`config.mk`:
```
export PLATFORM = sky130hd
export DESIGN_NAME = omrb_register_bank
export DESIGN_NICKNAME = d
export VERILOG_FILES = /design/src/core/omrb_pkg.sv /design/src/core/omrb_accumulator.sv /design/src/core/omrb_register_bank.sv
export SDC_FILE = /design/constraint.sdc
export NUM_CORES = 1
export LEC_CHECK = 0
export ABC_AREA = 1
export CORE_MARGIN = 2
export CORE_UTILIZATION = 38
export CTS_CLUSTER_DIAMETER = 150
export DETAILED_ROUTE_END_ITERATION = 10
export DONT_BUFFER_PORTS = 1
export HOLD_SLACK_MARGIN = 0.03
export SLEW_MARGIN = 20
export SYNTH_ARGS = -nofsm -noshare
export SYNTH_HDL_FRONTEND = slang
export SYNTH_SLANG_ARGS = --single-unit
```
`constraint.sdc`:
```
create_clock -name clock -period 7.86 [get_ports clock]
set_input_delay 1.572 -clock clock [delete_from_list [all_inputs] [get_ports clock]]
set_output_delay 1.572 -clock clock [all_outputs]
set_load 0.01 [all_outputs]
```
`src/core/omrb_pkg.sv`:
```
package omrb_pkg;

  // Register indexes
  localparam logic [7:0] IDX_HW_REV = 8'h00;
  localparam logic [7:0] IDX_FW_REV = 8'h01;
  localparam logic [7:0] IDX_IO_CTRL = 8'h05;
  localparam logic [7:0] IDX_CLEAR_CTRL = 8'h20;
  localparam logic [7:0] IDX_HORIZ = 8'h21;
  localparam logic [7:0] IDX_VERT = 8'h22;
  localparam logic [7:0] IDX_STATUS = 8'h23;
  localparam logic [7:0] IDX_ORIENT = 8'h27;
  localparam logic [7:0] IDX_FLOOR = 8'h29;
  localparam logic [7:0] IDX_CPI = 8'h2A;
  localparam logic [7:0] IDX_SEARCH = 8'h2F;
  localparam logic [7:0] IDX_FEAT_HI = 8'h31;
  localparam logic [7:0] IDX_FEAT_LO = 8'h32;

  // Serial slave address byte, R/W bit excluded
  localparam logic [7:0] SLAVE_ADDR_BYTE = 8'h20;
  localparam int ADDR_RW_BIT = 0;

  // Pin I/O control fields
  localparam int IO_MOTION_BIT = 0;
  localparam int IO_SLEEP_BIT = 1;
  localparam int IO_POLARITY_BIT = 2;
  localparam int IO_OPEN_DRAIN_BIT = 3;

  // Accumulator clear control fields
  localparam int CLR_NOW_BIT = 0;
  localparam int CLR_AUTO_BIT = 1;

  // Status fields
  localparam int ST_HORIZ_OVF_BIT = 0;
  localparam int ST_VERT_OVF_BIT = 1;
  localparam int ST_IDLE_BIT = 3;

  // Orientation fields
  localparam int OR_INV_X_BIT = 0;
  localparam int OR_INV_Y_BIT = 1;
  localparam int OR_SWAP_BIT = 3;

  // Feature count slice compared with the floor
  localparam int FEAT_SLICE_HI = 13;
  localparam int FEAT_SLICE_LO = 6;

  // Counts-per-inch codes and the shift each applies to raw 3200-cpi motion
  localparam logic [7:0] CPI_400 = 8'h08;
  localparam logic [7:0] CPI_800 = 8'h10;
  localparam logic [7:0] CPI_1600 = 8'h20;
  localparam logic [7:0] CPI_3200 = 8'h40;
  localparam logic [1:0] SHIFT_400 = 2'h3;
  localparam logic [1:0] SHIFT_800 = 2'h2;
  localparam logic [1:0] SHIFT_1600 = 2'h1;
  localparam logic [1:0] SHIFT_3200 = 2'h0;

  // Reset values
  localparam logic RST_INV_X = 1'b0;
  localparam logic RST_INV_Y = 1'b1;
  localparam logic RST_SWAP = 1'b1;
  localparam logic [7:0] RST_FLOOR = 8'h00;
  localparam logic [7:0] RST_CPI = 8'h08;
  localparam logic [7:0] RST_SEARCH = 8'h10;
  localparam logic [7:0] RST_READ = 8'h00;

endpackage

```
`src/core/omrb_accumulator.sv`:
```
`timescale 1ns/1ps
// Saturating displacement integrator; the reported byte is the integrator
// clamped to 8 bits, and a take removes only what was reported.
module omrb_accumulator #(
  parameter int ACC_W = 12
) (
  input wire logic clock,
  input wire logic srst,
  input wire logic in_valid,
  input wire logic signed [7:0] in_delta,
  input wire logic take,
  output logic signed [7:0] reported,
  output logic overflow
);

  typedef struct packed {
    logic signed [ACC_W-1:0] integ;
    logic signed [7:0] rep;
    logic ovf;
  } omrb_acc_state_t;

  localparam logic signed [ACC_W:0] SUM_MAX = (ACC_W+1)'(2 ** (ACC_W - 1) - 1);
  localparam logic signed [ACC_W:0] SUM_MIN = -SUM_MAX - (ACC_W+1)'(1);
  localparam logic signed [ACC_W-1:0] REP_MAX = ACC_W'(127);
  localparam logic signed [ACC_W-1:0] REP_MIN = -ACC_W'(128);

  initial begin
    if (ACC_W < 9 || ACC_W > 30) begin
      $error("omrb_accumulator: ACC_W must lie in 9..30");
    end
  end

  omrb_acc_state_t st;
  omrb_acc_state_t next_st;

  always_comb begin
    logic signed [ACC_W:0] sum;
    sum = (ACC_W+1)'(st.integ);
    next_st = st;
    if (in_valid) begin
      sum = sum + (ACC_W+1)'(in_delta);
    end
    if (take) begin
      sum = sum - (ACC_W+1)'(st.rep);
    end
    // Clamp instead of wrapping so a fast swipe never flips direction
    if (sum > SUM_MAX) begin
      sum = SUM_MAX;
    end else if (sum < SUM_MIN) begin
      sum = SUM_MIN;
    end
    next_st.integ = sum[ACC_W-1:0];
    next_st.ovf = (sum == SUM_MAX) || (sum == SUM_MIN);
    if (next_st.integ > REP_MAX) begin
      next_st.rep = 8'sh7F;
    end else if (next_st.integ < REP_MIN) begin
      next_st.rep = -8'sh80;
    end else begin
      next_st.rep = next_st.integ[7:0];
    end
  end

  always_ff @(posedge clock) begin
    if (srst) begin
      st <= '0;
    end else begin
      st <= next_st;
    end
  end

  assign reported = st.rep;
  assign overflow = st.ovf;

endmodule

```
`src/core/omrb_register_bank.sv`:
```
`timescale 1ns/1ps
// Functional notes
// - Full 8-bit register index is decoded; 256 selectable indexes.
// - Device answers serial slave address byte 0x20; master uses it.
// - Index 0x21 reads horizontal displacement since last clear or auto-clear read, signed, resets zero.
// - Index 0x22 reads vertical displacement since last clear or auto-clear read, signed, resets zero.
// - I/O control bit 0 drives the motion pin high or low; resets zero.
// - I/O control bit 1 reads the sampled sleep pin level.
// - I/O control bit 2 selects motion pin polarity; resets zero.
// - I/O control bit 3 selects push-pull or open-drain pin; resets zero.
// - Writing one to 0x20 bit 0 clears reported value from both accumulators.
// - With 0x20 bit 1 set, a displacement read removes its reported value from the integrator.
// - Status 0x23 bit 0 flags horizontal integrator at its limit.
// - Status bit 1 flags vertical integrator at its limit.
// - Status bit 3 set at poll time when no motion arrived since the previous poll.
// - Orientation 0x27 bit 0 inverts horizontal sign; resets zero.
// - Orientation bit 1 inverts vertical sign; resets one.
// - Orientation bit 3 swaps horizontal and vertical; resets one.
// - Feature count bits 13..6 below 0x29 floor force zero motion.
// - Index 0x2A selects 400, 800, 1600 or 3200 counts per inch.
// - Index 0x2F holds minimum search vector, resets 0x10.
// - Auto-clear read removes the reported value; the vertical read returns motion pin inactive unless I/O bit 0 is set or a frame moves in the same cycle.
// - Indexes 0x31 and 0x32 read the current feature count.
module omrb_register_bank #(
  parameter int ACC_W = 12,
  parameter logic [7:0] HW_REVISION = 8'h5A, // Arbitrary value
  parameter logic [3:0] FW_REVISION = 4'h3 // Arbitrary value
) (
  input wire logic clock,
  input wire logic srst,
  input wire logic [7:0] addr_byte,
  output logic addr_match,
  input wire logic [7:0] reg_index,
  input wire logic wr_strobe,
  input wire logic [7:0] wr_data,
  input wire logic rd_strobe,
  output logic [7:0] rd_data,
  input wire logic frame_valid,
  input wire logic signed [7:0] frame_dx,
  input wire logic signed [7:0] frame_dy,
  input wire logic [15:0] feature_count,
  input wire logic sleep_pin,
  output logic motion_pin_o,
  output logic motion_pin_oe,
  output logic [7:0] search_vector
);

  initial begin
    if (ACC_W < 9 || ACC_W > 30) begin
      $error("omrb_register_bank: ACC_W must lie in 9..30");
    end
  end

  typedef struct packed {
    logic sleep_s1;
    logic sleep_s2;
    logic io_motion;
    logic io_polarity;
    logic io_open_drain;
    logic auto_clear;
    logic [3:0] fw_rev;
    logic inv_x;
    logic inv_y;
    logic swap;
    logic [7:0] floor;
    logic [7:0] cpi;
    logic [7:0] search;
    logic motion_pending;
    logic motion_seen;
    logic idle;
    logic [7:0] rd_data;
  } omrb_state_t;

  omrb_state_t st;
  omrb_state_t next_st;

  // Accumulator side
  logic [1:0] acc_valid;
  logic signed [7:0] acc_delta [2];
  logic [1:0] acc_take;
  logic signed [7:0] acc_rep [2];
  logic [1:0] acc_ovf;

  // Decoded accesses
  logic wr_io;
  logic wr_clear;
  logic clear_now;
  logic rd_horiz;
  logic rd_vert;
  logic gate_open;
  logic [1:0] res_shift;
  logic signed [7:0] sel_x;
  logic signed [7:0] sel_y;
  logic signed [7:0] adj_x;
  logic signed [7:0] adj_y;
  logic frame_moves;
  logic [7:0] read_mux;
  logic motion_active;
  logic pin_level;

  // Slave address comparison ignores the direction bit
  always_comb begin
    logic [7:0] masked;
    masked = addr_byte;
    masked[omrb_pkg::ADDR_RW_BIT] = 1'b0;
    addr_match = (masked == omrb_pkg::SLAVE_ADDR_BYTE);
  end

  // Whole index byte compared, no aliasing
  assign wr_io = wr_strobe && (reg_index == omrb_pkg::IDX_IO_CTRL);
  assign wr_clear = wr_strobe && (reg_index == omrb_pkg::IDX_CLEAR_CTRL);
  assign clear_now = wr_clear && wr_data[omrb_pkg::CLR_NOW_BIT];
  assign rd_horiz = rd_strobe && (reg_index == omrb_pkg::IDX_HORIZ);
  assign rd_vert = rd_strobe && (reg_index == omrb_pkg::IDX_VERT);

  // Low feature count means the surface cannot be trusted
  assign gate_open = !(feature_count[omrb_pkg::FEAT_SLICE_HI:omrb_pkg::FEAT_SLICE_LO] < st.floor);

  // Raw motion arrives at 3200 cpi; coarser settings shift it down
  always_comb begin
    case (st.cpi)
      omrb_pkg::CPI_400: res_shift = omrb_pkg::SHIFT_400;
      omrb_pkg::CPI_800: res_shift = omrb_pkg::SHIFT_800;
      omrb_pkg::CPI_1600: res_shift = omrb_pkg::SHIFT_1600;
      omrb_pkg::CPI_3200: res_shift = omrb_pkg::SHIFT_3200;
      default: res_shift = omrb_pkg::SHIFT_400;
    endcase
  end

  // Orientation applied before integration so a poll never mixes settings
  always_comb begin
    sel_x = st.swap ? frame_dy : frame_dx;
    sel_y = st.swap ? frame_dx : frame_dy;
    adj_x = st.inv_x ? -sel_x : sel_x;
    adj_y = st.inv_y ? -sel_y : sel_y;
    adj_x = adj_x >>> res_shift;
    adj_y = adj_y >>> res_shift;
  end

  assign frame_moves = frame_valid && gate_open && ((adj_x != 8'sh00) || (adj_y != 8'sh00));

  // Per-axis wiring: index 0 horizontal, 1 vertical
  assign acc_delta[0] = adj_x;
  assign acc_delta[1] = adj_y;
  assign acc_take[0] = clear_now || (rd_horiz && st.auto_clear);
  assign acc_take[1] = clear_now || (rd_vert && st.auto_clear);

  genvar g;
  generate
    for (g = 0; g < 2; g++) begin : gen_axis
      assign acc_valid[g] = frame_valid && gate_open;
      omrb_accumulator #(
        .ACC_W(ACC_W)
      ) u_acc (
        .clock(clock),
        .srst(srst),
        .in_valid(acc_valid[g]),
        .in_delta(acc_delta[g]),
        .take(acc_take[g]),
        .reported(acc_rep[g]),
        .overflow(acc_ovf[g])
      );
    end
  endgenerate

  // Read data for the addressed index; unmapped indexes read zero
  always_comb begin
    read_mux = omrb_pkg::RST_READ;
    case (reg_index)
      omrb_pkg::IDX_HW_REV: read_mux = HW_REVISION;
      omrb_pkg::IDX_FW_REV: read_mux = {4'h0, st.fw_rev};
      omrb_pkg::IDX_IO_CTRL: begin
        read_mux[omrb_pkg::IO_MOTION_BIT] = st.io_motion;
        read_mux[omrb_pkg::IO_SLEEP_BIT] = st.sleep_s2;
        read_mux[omrb_pkg::IO_POLARITY_BIT] = st.io_polarity;
        read_mux[omrb_pkg::IO_OPEN_DRAIN_BIT] = st.io_open_drain;
      end
      omrb_pkg::IDX_CLEAR_CTRL: read_mux[omrb_pkg::CLR_AUTO_BIT] = st.auto_clear;
      omrb_pkg::IDX_HORIZ: read_mux = acc_rep[0];
      omrb_pkg::IDX_VERT: read_mux = acc_rep[1];
      omrb_pkg::IDX_STATUS: begin
        read_mux[omrb_pkg::ST_HORIZ_OVF_BIT] = acc_ovf[0];
        read_mux[omrb_pkg::ST_VERT_OVF_BIT] = acc_ovf[1];
        read_mux[omrb_pkg::ST_IDLE_BIT] = st.idle;
      end
      omrb_pkg::IDX_ORIENT: begin
        read_mux[omrb_pkg::OR_INV_X_BIT] = st.inv_x;
        read_mux[omrb_pkg::OR_INV_Y_BIT] = st.inv_y;
        read_mux[omrb_pkg::OR_SWAP_BIT] = st.swap;
      end
      omrb_pkg::IDX_FLOOR: read_mux = st.floor;
      omrb_pkg::IDX_CPI: read_mux = st.cpi;
      omrb_pkg::IDX_SEARCH: read_mux = st.search;
      omrb_pkg::IDX_FEAT_HI: read_mux = feature_count[15:8];
      omrb_pkg::IDX_FEAT_LO: read_mux = feature_count[7:0];
      default: read_mux = omrb_pkg::RST_READ;
    endcase
  end

  always_comb begin
    next_st = st;
    // Sleep pin is asynchronous; only the second stage is read
    next_st.sleep_s1 = sleep_pin;
    next_st.sleep_s2 = st.sleep_s1;

    if (rd_strobe) begin
      next_st.rd_data = read_mux;
    end

    // Poll time: idle reflects whether any motion arrived since last poll
    if (rd_horiz) begin
      next_st.idle = !st.motion_seen;
      next_st.motion_seen = 1'b0;
    end
    // Set wins over the poll clear
    if (frame_moves) begin
      next_st.motion_seen = 1'b1;
    end

    // Pending motion drops on a clear-now write or a vertical read with auto-clear set
    if (clear_now || (rd_vert && st.auto_clear)) begin
      next_st.motion_pending = 1'b0;
    end
    if (frame_moves) begin
      next_st.motion_pending = 1'b1;
    end

    if (wr_io) begin
      next_st.io_motion = wr_data[omrb_pkg::IO_MOTION_BIT];
      next_st.io_polarity = wr_data[omrb_pkg::IO_POLARITY_BIT];
      next_st.io_open_drain = wr_data[omrb_pkg::IO_OPEN_DRAIN_BIT];
    end
    if (wr_clear) begin
      next_st.auto_clear = wr_data[omrb_pkg::CLR_AUTO_BIT];
    end
    if (wr_strobe) begin
      case (reg_index)
        omrb_pkg::IDX_FW_REV: next_st.fw_rev = wr_data[3:0];
        omrb_pkg::IDX_ORIENT: begin
          next_st.inv_x = wr_data[omrb_pkg::OR_INV_X_BIT];
          next_st.inv_y = wr_data[omrb_pkg::OR_INV_Y_BIT];
          next_st.swap = wr_data[omrb_pkg::OR_SWAP_BIT];
        end
        omrb_pkg::IDX_FLOOR: next_st.floor = wr_data;
        omrb_pkg::IDX_CPI: next_st.cpi = wr_data;
        omrb_pkg::IDX_SEARCH: next_st.search = wr_data;
        // Read-only and undocumented indexes ignore writes
        default: next_st.fw_rev = st.fw_rev;
      endcase
    end
  end

  always_ff @(posedge clock) begin
    if (srst) begin
      st <= '0;
      st.fw_rev <= FW_REVISION;
      st.inv_x <= omrb_pkg::RST_INV_X;
      st.inv_y <= omrb_pkg::RST_INV_Y;
      st.swap <= omrb_pkg::RST_SWAP;
      st.floor <= omrb_pkg::RST_FLOOR;
      st.cpi <= omrb_pkg::RST_CPI;
      st.search <= omrb_pkg::RST_SEARCH;
      st.rd_data <= omrb_pkg::RST_READ;
    end else begin
      st <= next_st;
    end
  end

  // Software level and hardware motion both assert the indicator
  assign motion_active = st.io_motion || st.motion_pending;
  assign pin_level = motion_active ^ st.io_polarity;

  // Open drain only ever pulls low; high is released to the pull-up
  assign motion_pin_o = st.io_open_drain ? 1'b0 : pin_level;
  assign motion_pin_oe = st.io_open_drain ? !pin_level : 1'b1;

  assign rd_data = st.rd_data;
  assign search_vector = st.search;

endmodule

```
==> results.toml, run 1 <==
[min_path]
min_path_type = "flip-flop to flip-flop"
hold_depth = 2

[worst_setup_path]
cp_top_family = "simple AND/OR/NAND/NOR gates"
worstSetupStartpointType = "input pin"
cp_data_arrival_time_ns = 6.82
endpoint_kind = "flip-flop"
path_buf_inv = 6
crit_path_start = "frame_dx[1]"
r2r-start = "st[35]$_SDFFE_PP1P_"
path_depth = 34
critPathKind = "input pin to flip-flop"
cp.required_ns = 8.13
rrSetupSlack_ns = 1.35
r2r_cells = 33
rr_endpoint = "gen_axis[1].u_acc.reported[5]$_SDFF_PP0_"
crit_path_top_delay_cell = "fa_1"
cpPeakStageDelay_ns = 0.41
critPathCapture = "gen_axis[1].u_acc.reported[5]$_SDFF_PP0_"
cp_max_fo = 16

[synth]
synth_edf_count = 0
synth_cell_types = 58
synth-main-ff-cell = "dfxtp_1"
synth_seq_area_share = 0.204
syn_area_per_cell_um2 = 5.84
async_reset_ff_frac = 0
ys_seq_elements = 90
syn-cell-area_um2 = 8820
synth_nets = 1634
synth_cells = 1511
ys.warnings.count = 0

[drt]
vias_per_cell = 5.05
num_vias = 8945
route.met3.wl_mm = 1.36
drt-wirelength-per-cell_um = 14.0
wirelength_mm = 24.8
ant_nets = 0
wl_met2_mm = 11.4
top_layer = "met4"
met1Wirelength_mm = 11.5
detail_route.drc_violations = 0
drt_iter0_markers = 499
first_pass_iters = 5

[timing]
fin_tns_setup_ns = 0
clock_skew_ns = 0.0135
grt_setup_unrepaired = "false"
slew_headroom = 0.341
finalHoldViolCount = 0
holdWs_ns = 0.412
fin_crit_sh = 0.833
slew_violations = 0
finalCriticalPeriod_ns = 6.55
setup_viol = 0
clock.fmax_ghz = 0.153
worstMarginPinSlew_ns = 0.985
setup_ws_ns = 1.31

[place]
portBuffers = 0
pre_cts_slack_ns = 0.953
dp_hpwl_mm = 20.4
dp.cells = 1754
gp_congestion = 0.948

[power]
ir_drop_uv = 118
powerDensity_nw_per_um2 = 214
leakage_uw = 0.00491

[die]
dieArea_um2 = 24500
die_height_um = 156
core_area_um2 = 22700
fp.dieW_um = 156
row_count = 55
io_pins = 81
initial_core_util = 0.388

[global_routing]
grt_pass1_wl_mm = 40.0
gr-total-overflow = 0
antenna_found_initial = 0
grt_pass1_vias = 8079
grt_use_total = 0.206
grt_max_degree = 41

[cells_and_area]
area_growth_pct = 4.82
antennaDiodeCount = 0
drive_gt1_frac = 0.0431
finalNetCount = 1603
finalNonFillerCells = 1770

[clock_tree]
htreeDepth = 3
cts_sinks = 90
cts_hold_buf = 0
root_buffer = "clkbuf_16"
clkSlewWorstSetupHoldPaths_ns = 0.07
clk_latency_ns = 0.36
cts_tree = "done"
post_cts_buffers = 0
clockBufferDepth = 2
cts_buffers = 9
cts-resized-gates = 0

[status]
status = "finished clean"

[run]
max_cap_viol_count = 0
## report_power, final
| part | switching, µW | internal, µW |
|---|---|---|
| clock | 215 | 227 |
| combinational | 651 | 355 |
| sequential | 28.0 | 507 |
## Yosys cell counts (3+ instances only)
| cell type | n | area share |
|---|---|---|
| o22ai_1 | 7 | 0.0050 |
| clkbuf_1 | 17 | 0.0072 |
| o21ai_1 | 6 | 0.0034 |
| o21ai_0 | 78 | 0.044 |
| nand3b_1 | 17 | 0.014 |
| o21a_1 | 3 | 0.0026 |
| inv_1 | 263 | 0.11 |
| dfxtp_1 | 90 | 0.20 |
| nand2_4 | 3 | 0.0038 |
| a21oi_1 | 95 | 0.054 |
| nand2_1 | 475 | 0.20 |
| nor3_1 | 4 | 0.0023 |
| a31oi_1 | 5 | 0.0035 |
| o211ai_1 | 13 | 0.011 |
| buf_6 | 3 | 0.0038 |
| ha_1 | 57 | 0.081 |
| inv_2 | 5 | 0.0021 |
| nand2_2 | 9 | 0.0064 |
| fa_1 | 4 | 0.0091 |
| nor2_1 | 115 | 0.049 |
| buf_4 | 16 | 0.014 |
| o221ai_1 | 6 | 0.0060 |
| buf_2 | 8 | 0.0045 |
| xor2_1 | 14 | 0.014 |
| nor2_4 | 3 | 0.0038 |
| nand4_1 | 18 | 0.013 |
| nand3_2 | 7 | 0.0079 |
| a211oi_1 | 3 | 0.0026 |
| xnor2_1 | 8 | 0.0079 |
| nand3_1 | 116 | 0.066 |
| or2_2 | 6 | 0.0043 |
## per-stage QoR
step	power, µW	instance area, µm²	utilization
floorplan	1350	8820	-
global placement	1530	8940	0.394
detailed placement	1540	8940	0.394
CTS	1990	9250	0.407
global route	2180	9250	0.407
finish	1980	9250	0.407
## state kept, by name, indices dropped and copies added (netlist names)
name / cells
rd_data: 8
gen_axis.u_acc.st: 24
st: 31
next_st: 1
search_vector: 8
gen_axis.u_acc.reported: 16
gen_axis.u_acc.overflow: 2
## layout by cell type, fill, tap and decap left out, drive strengths merged, types with 2 or more instances in the layout
master / count
nor2: 121
a31oi: 5
nand3: 124
o211ai: 13
clkinv: 5
o31ai: 3
dfxtp: 90
inv: 273
nor3: 4
o21a: 3
clkbuf: 9
xnor2: 8
nand4: 18
nand3b: 17
a21o: 2
o2111ai: 2
or2: 7
xor2: 14
fa: 4
buf: 4
o22ai: 7
ha: 57
a21oi: 97
a21boi: 2
o21ai: 87
mux2i: 2
nand2: 487
o221ai: 6
a211oi: 3
nor4: 2
## how the worst min path moves through the flow
stage	end	slack [ns]	start
final	st[46]$_SDFF_PP0_	0.41	next_st[46]$_SDFF_PP0_
after global routing	st[46]$_SDFF_PP0_	0.44	next_st[46]$_SDFF_PP0_
after CTS	st[46]$_SDFF_PP0_	0.42	next_st[46]$_SDFF_PP0_
after detailed placement	st[46]$_SDFF_PP0_	0.40	next_st[46]$_SDFF_PP0_
after global placement	st[46]$_SDFF_PP0_	0.40	next_st[46]$_SDFF_PP0_
after floorplan	st[46]$_SDFF_PP0_	0.39	next_st[46]$_SDFF_PP0_
## cell type report
cell class              count  area, µm²
well taps                 285        357
repair buffers              4       30.0
clock buffers               9        225
inverters                 271       1020
fillers                  2511      13500
multi-input cells        1104       5740
clock inverters             7       78.8
flip-flops and latches     90       1800
## cells by family (layout without fill, tap and decap cells)
kind of cell / after synthesis / count (layout) / share of synthesized area
compound gates: 235 / 235 / 0.152
xor+xnor: 22 / 22 / 0.0218
fa+ha+maj: 61 / 61 / 0.0899
buf+inv: 317 / 291 / 0.146
flops: 90 / 90 / 0.204
mux: 2 / 2 / 0.00227
simple gates: 784 / 784 / 0.384
## worst min-delay path, cell delays in order (launching register included)
cell and delay, ns:
dfxtp_1 0.30, inv_1 0.04, nor2_1 0.03
## routing by layer
layer  vias up  track usage
li1       4749            -
met1      3957        0.265
met2       206        0.347
met3        33       0.0440
met4         0       0.0559
met5         -            0
Note: power is estimated with default switching activity, not from simulation.
==> inputs of run 2 (changes only) <==
==> constraint.sdc (replaced) <==
create_clock -name clock -period 5.5 [get_ports clock]
set_input_delay 1.1 -clock clock [delete_from_list [all_inputs] [get_ports clock]]
set_output_delay 1.1 -clock clock [all_outputs]
set_load 0.01 [all_outputs]
==> results.toml, run 2 (same netlist as run 1, synthesis figures left out) <==
[status]
status = "finished clean"

[timing]
fin_crit_sh = 0.951
setup_viol = 0
finalCriticalPeriod_ns = 5.23
holdWs_ns = 0.407
fin_tns_setup_ns = 0
setup_ws_ns = 0.268
finalHoldViolCount = 0
slew_headroom = 0.379
worstMarginPinSlew_ns = 0.928
clock.fmax_ghz = 0.191
slew_violations = 0
clock_skew_ns = 0.0164

[drt]
vias_per_cell = 5.08
drt-wirelength-per-cell_um = 14.2
wirelength_mm = 27.6
first_pass_iters = 5
num_vias = 9837
drt_iter0_markers = 545
ant_nets = 0
detail_route.drc_violations = 0

[worst_setup_path]
rrSetupSlack_ns = 0.39
crit_path_top_delay_cell = "fa_2"
worstSetupStartpointType = "input pin"
cp_data_arrival_time_ns = 5.53
critPathKind = "input pin to flip-flop"
cp.required_ns = 5.79
cpPeakStageDelay_ns = 0.39
r2r_cells = 40
critPathCapture = "gen_axis[0].u_acc.reported[4]$_SDFF_PP0_"
crit_path_start = "frame_dy[0]"
cp_max_fo = 7
crit_path_frequent_cell = "nand2_1"
r2r-start = "st[35]$_SDFFE_PP1P_"
rr_endpoint = "gen_axis[0].u_acc.reported[4]$_SDFF_PP0_"
endpoint_kind = "flip-flop"

[clock_tree]
clkSlewWorstSetupHoldPaths_ns = 0.07
cts_tree = "done"
root_buffer = "clkbuf_16"
clockBufferDepth = 2
cts_sinks = 90
cts_buffers = 9
clk_latency_ns = 0.36
htreeDepth = 3

[global_routing]
antenna_found_initial = 0
grt_use_total = 0.217
grt_pass1_wl_mm = 43.0
gr-total-overflow = 0
grt_max_degree = 41
grt_pass1_vias = 9080

[cells_and_area]
largest_reg_flops = 31
fin_area_um2 = 11500
antennaDiodeCount = 0
top_register = "st"
nFillCells = 2329
final_common_cell = "nand2_1"
area_growth_pct = 30.0
finalNetCount = 1771
final_cell_mix = "nand2_1, inv_1, buf_4"
drive_gt1_frac = 0.238

[die]
fp.dieW_um = 156
row_count = 55
dieArea_um2 = 24500
die_height_um = 156
initial_core_util = 0.388
io_pins = 81
core_area_um2 = 22700

[power]
switchingPower_uw = 1520
combPwrFrac = 0.590
powerDensity_nw_per_um2 = 324
leakage_uw = 0.00581
intPower_uw = 2200
clkPwrFrac = 0.202
seqPwrFrac = 0.209
power_uw = 3720
p_sw_frac = 0.409
ir_drop_uv = 177

[place]
placed_cell_area_um2 = 10100
pre_cts_slack_ns = -0.639
dp_hpwl_mm = 21.3
gp_congestion = 0.956
portBuffers = 0

[run]
max_cap_viol_count = 0

[min_path]
min_path_type = "flip-flop to flip-flop"
run 2: cell count changes in the layout (fill, tap and decap cells not counted), moves of 16 or more:
cell     change
ha_4        +28
nand2_1     -40
a21oi_2     +19
ha_1        -32
a21oi_1     -20
nor2_1      -19
buf_4      +159
o21ai_0     -16
nand2_2     +33
run 2: critical path, delay by kind of cell:
kind | cells | cell delay [ns]
AND/OR/NAND/NOR | 20 | 1.55
AO/OA/AOI/OAI | 7 | 1.03
adder cells (fa/ha/maj) | 4 | 1.02
buffers and inverters | 8 | 0.63
XOR/XNOR | 1 | 0.18
run 2: repair_timing:
action                                  CTS  global route
endpoints found under the setup margin   19            38
pin swaps                                 1            80
gates cloned                              0             1
setup buffers                             0            19
hold buffers                              0             0
gates resized for setup                  13           198
run 2: area by class of cell:
cell class                      instances  area (µm²)  share of cell area
Multi-Input combinational cell       1105        6600               0.575
Inverter                              271        1030              0.0898
Tap cell                              285         357              0.0311
Clock inverter                          6         119              0.0104
Clock buffer                           10         239              0.0208
Timing Repair Buffer                  171        1320               0.115
Sequential cell                        90        1810               0.157
run 2: worst min-delay path by stage:
stage	startpoint	end	slack, ns	cells past startpoint
2_1_floorplan	next_st[46]$_SDFF_PP0_	st[46]$_SDFF_PP0_	0.39	2
3_3_place_gp	next_st[46]$_SDFF_PP0_	st[46]$_SDFF_PP0_	0.40	2
3_5_place_dp	next_st[46]$_SDFF_PP0_	st[46]$_SDFF_PP0_	0.40	2
4_1_cts	next_st[46]$_SDFF_PP0_	st[46]$_SDFF_PP0_	0.41	2
5_1_grt	next_st[46]$_SDFF_PP0_	st[46]$_SDFF_PP0_	0.44	2
6_report	next_st[46]$_SDFF_PP0_	st[46]$_SDFF_PP0_	0.41	2
run 2: metal layers:
layer | global-route usage | share of wire | vias to the layer above
met5 | 0 | 0 | -
met4 | 0.0760 | 0.034 | 0
met3 | 0.0432 | 0.058 | 57
met2 | 0.368 | 0.47 | 250
met1 | 0.274 | 0.44 | 4449
li1 | - | - | 5081
run 2: per-stage QoR:
step                 util  instances
floorplan               -       1511
CTS                 0.461       1918
finish              0.505       1938
global route        0.505       1938
detailed placement  0.443       1902
global placement    0.443       1902
run 2: power by group through the flow:
stage               sequential [µW]  clock [µW]  combinational (µW)
floorplan                       764           0                1160
global placement                779           0                1780
detailed placement              780           0                1800
CTS                             766         760                1820
global route                    783         781                2450
finish                          776         750                2190
==> inputs of run 3 (changes only) <==
--- a/config.mk
+++ b/config.mk
@@ -12,6 +12,7 @@
 export DETAILED_ROUTE_END_ITERATION = 10
 export DONT_BUFFER_PORTS = 1
 export HOLD_SLACK_MARGIN = 0.03
+export PLACE_DENSITY = 0.61
 export SLEW_MARGIN = 20
 export SYNTH_ARGS = -nofsm -noshare
 export SYNTH_HDL_FRONTEND = slang
==> results.toml, run 3 (same netlist as run 1, synthesis figures left out) <==
[status]
status = "finished clean"

[clock_tree]
cts_sinks = 90
cts_tree = "done"
cts_buffers = 9
clk_latency_ns = 0.35
clkSlewWorstSetupHoldPaths_ns = 0.06
cts_hold_buf = 0
root_buffer = "clkbuf_16"
htreeDepth = 3
clockBufferDepth = 2

[drt]
drt_iter0_markers = 466
drt-wirelength-per-cell_um = 14.0
vias_per_cell = 5.04
detail_route.drc_violations = 0
ant_nets = 0
wirelength_mm = 27.2
first_pass_iters = 5
num_vias = 9763

[die]
fp.dieW_um = 156
die_height_um = 156
initial_core_util = 0.388
core_area_um2 = 22700
row_count = 55
io_pins = 81
dieArea_um2 = 24500

[worst_setup_path]
cp_data_arrival_time_ns = 5.47
critPathKind = "input pin to flip-flop"
crit_path_frequent_cell = "nand2_1"
rrSetupSlack_ns = 0.34
cp_max_fo = 6
r2r-start = "st[35]$_SDFFE_PP1P_"
endpoint_kind = "flip-flop"
worstSetupStartpointType = "input pin"
cpPeakStageDelay_ns = 0.39
cp.required_ns = 5.75
r2r_cells = 43
crit_path_top_delay_cell = "fa_2"
rr_endpoint = "gen_axis[1].u_acc.overflow$_SDFF_PP0_"

[cells_and_area]
area_growth_pct = 29.6
nFillCells = 2335
antennaDiodeCount = 0
final_cell_mix = "nand2_1, inv_1, buf_4"
final_common_cell = "nand2_1"
largest_reg_flops = 31
fin_area_um2 = 11400
top_register = "st"
finalNetCount = 1772
drive_gt1_frac = 0.238
finalNonFillerCells = 1938

[min_path]
min_path_type = "flip-flop to flip-flop"
min_from = "next_st[46]$_SDFF_PP0_"
hold_depth = 2
whs_endpoint = "st[46]$_SDFF_PP0_"

[power]
powerDensity_nw_per_um2 = 319
ir_drop_uv = 176
power_uw = 3640
leakage_uw = 0.00578

[timing]
worstMarginPinSlew_ns = 0.892
slew_violations = 0
setup_viol = 0
clock_skew_ns = 0.0134
holdWs_ns = 0.417
finalHoldViolCount = 0
clock.fmax_ghz = 0.192
finalCriticalPeriod_ns = 5.22
slew_headroom = 0.403
fin_crit_sh = 0.948

[place]
placed_cell_area_um2 = 10100
portBuffers = 0
dp_hpwl_mm = 21.3
dp.cells = 1904
gp_congestion = 0.956

[global_routing]
grt_pass1_wl_mm = 42.6
antenna_found_initial = 0
gr-total-overflow = 0
grt_pass1_vias = 9005
grt_max_degree = 41
grt_use_total = 0.216

[run]
max_cap_viol_count = 0
-- run 3: how the worst max path moves through the flow --
stage          cells after the start  slack, ns                                       end         from
6_report                          39       0.28     gen_axis[0].u_acc.overflow$_SDFF_PP0_  frame_dy[0]
4_1_cts                           34      0.007  gen_axis[1].u_acc.reported[2]$_SDFF_PP0_  frame_dx[1]
2_1_floorplan                     41       0.12  gen_axis[0].u_acc.reported[0]$_SDFF_PP0_  frame_dx[0]
3_5_place_dp                      33      -0.61  gen_axis[1].u_acc.reported[4]$_SDFF_PP0_  frame_dx[0]
5_1_grt                           45      -0.09  gen_axis[0].u_acc.reported[2]$_SDFF_PP0_  frame_dy[0]
3_3_place_gp                      35      -0.51  gen_axis[1].u_acc.reported[5]$_SDFF_PP0_  frame_dx[0]
-- run 3: timing repair --
action	CTS	global route
endpoints found under the setup margin	24	40
setup buffers	0	17
resized for setup	15	188
pin swaps	1	66
cloned	0	2
-- run 3: worst max-delay path: cells and delay by family --
kind,cells,cell delay (ns)
xor+xnor,1,0.17
buf+inv,6,0.39
simple gates,24,2.14
fa+ha+maj,4,1.01
compound gates,4,0.64
-- run 3: metal layers --
layer,vias up,GRT usage,wire length (µm)
met4,0,0.0498,450
met2,213,0.382,13100
met3,25,0.0382,1460
met1,4442,0.272,12200
met5,-,0,0
li1,5083,-,-
-- run 3: power breakdown --
part / switching, µW / leakage, µW / total (µW) / internal [µW]
clock network: 280 / 0.000157 / 692 / 413
registers: 51.4 / 0.000738 / 776 / 724
logic: 1170 / 0.00488 / 2180 / 1000
total: 1500 / 0.00578 / 3640 / 2140
-- run 3: through the flow --
step                 util  setup slack (ns)  TNS, ns
floorplan               -             0.117        0
global placement    0.444            -0.506   -11.57
detailed placement  0.444            -0.610   -14.92
CTS                 0.460           0.00663        0
global route        0.503           -0.0891   -0.685
finish              0.503             0.283        0
-- run 3: final cells by class --
class	instances	area, µm²	share of cell area
clock inverters	5	87.6	0.00766
inverters	271	1030	0.0903
multi-input cells	1106	6600	0.578
well taps	285	357	0.0312
clock buffers	10	239	0.0209
repair buffers	171	1310	0.114
flip-flops and latches	90	1800	0.158
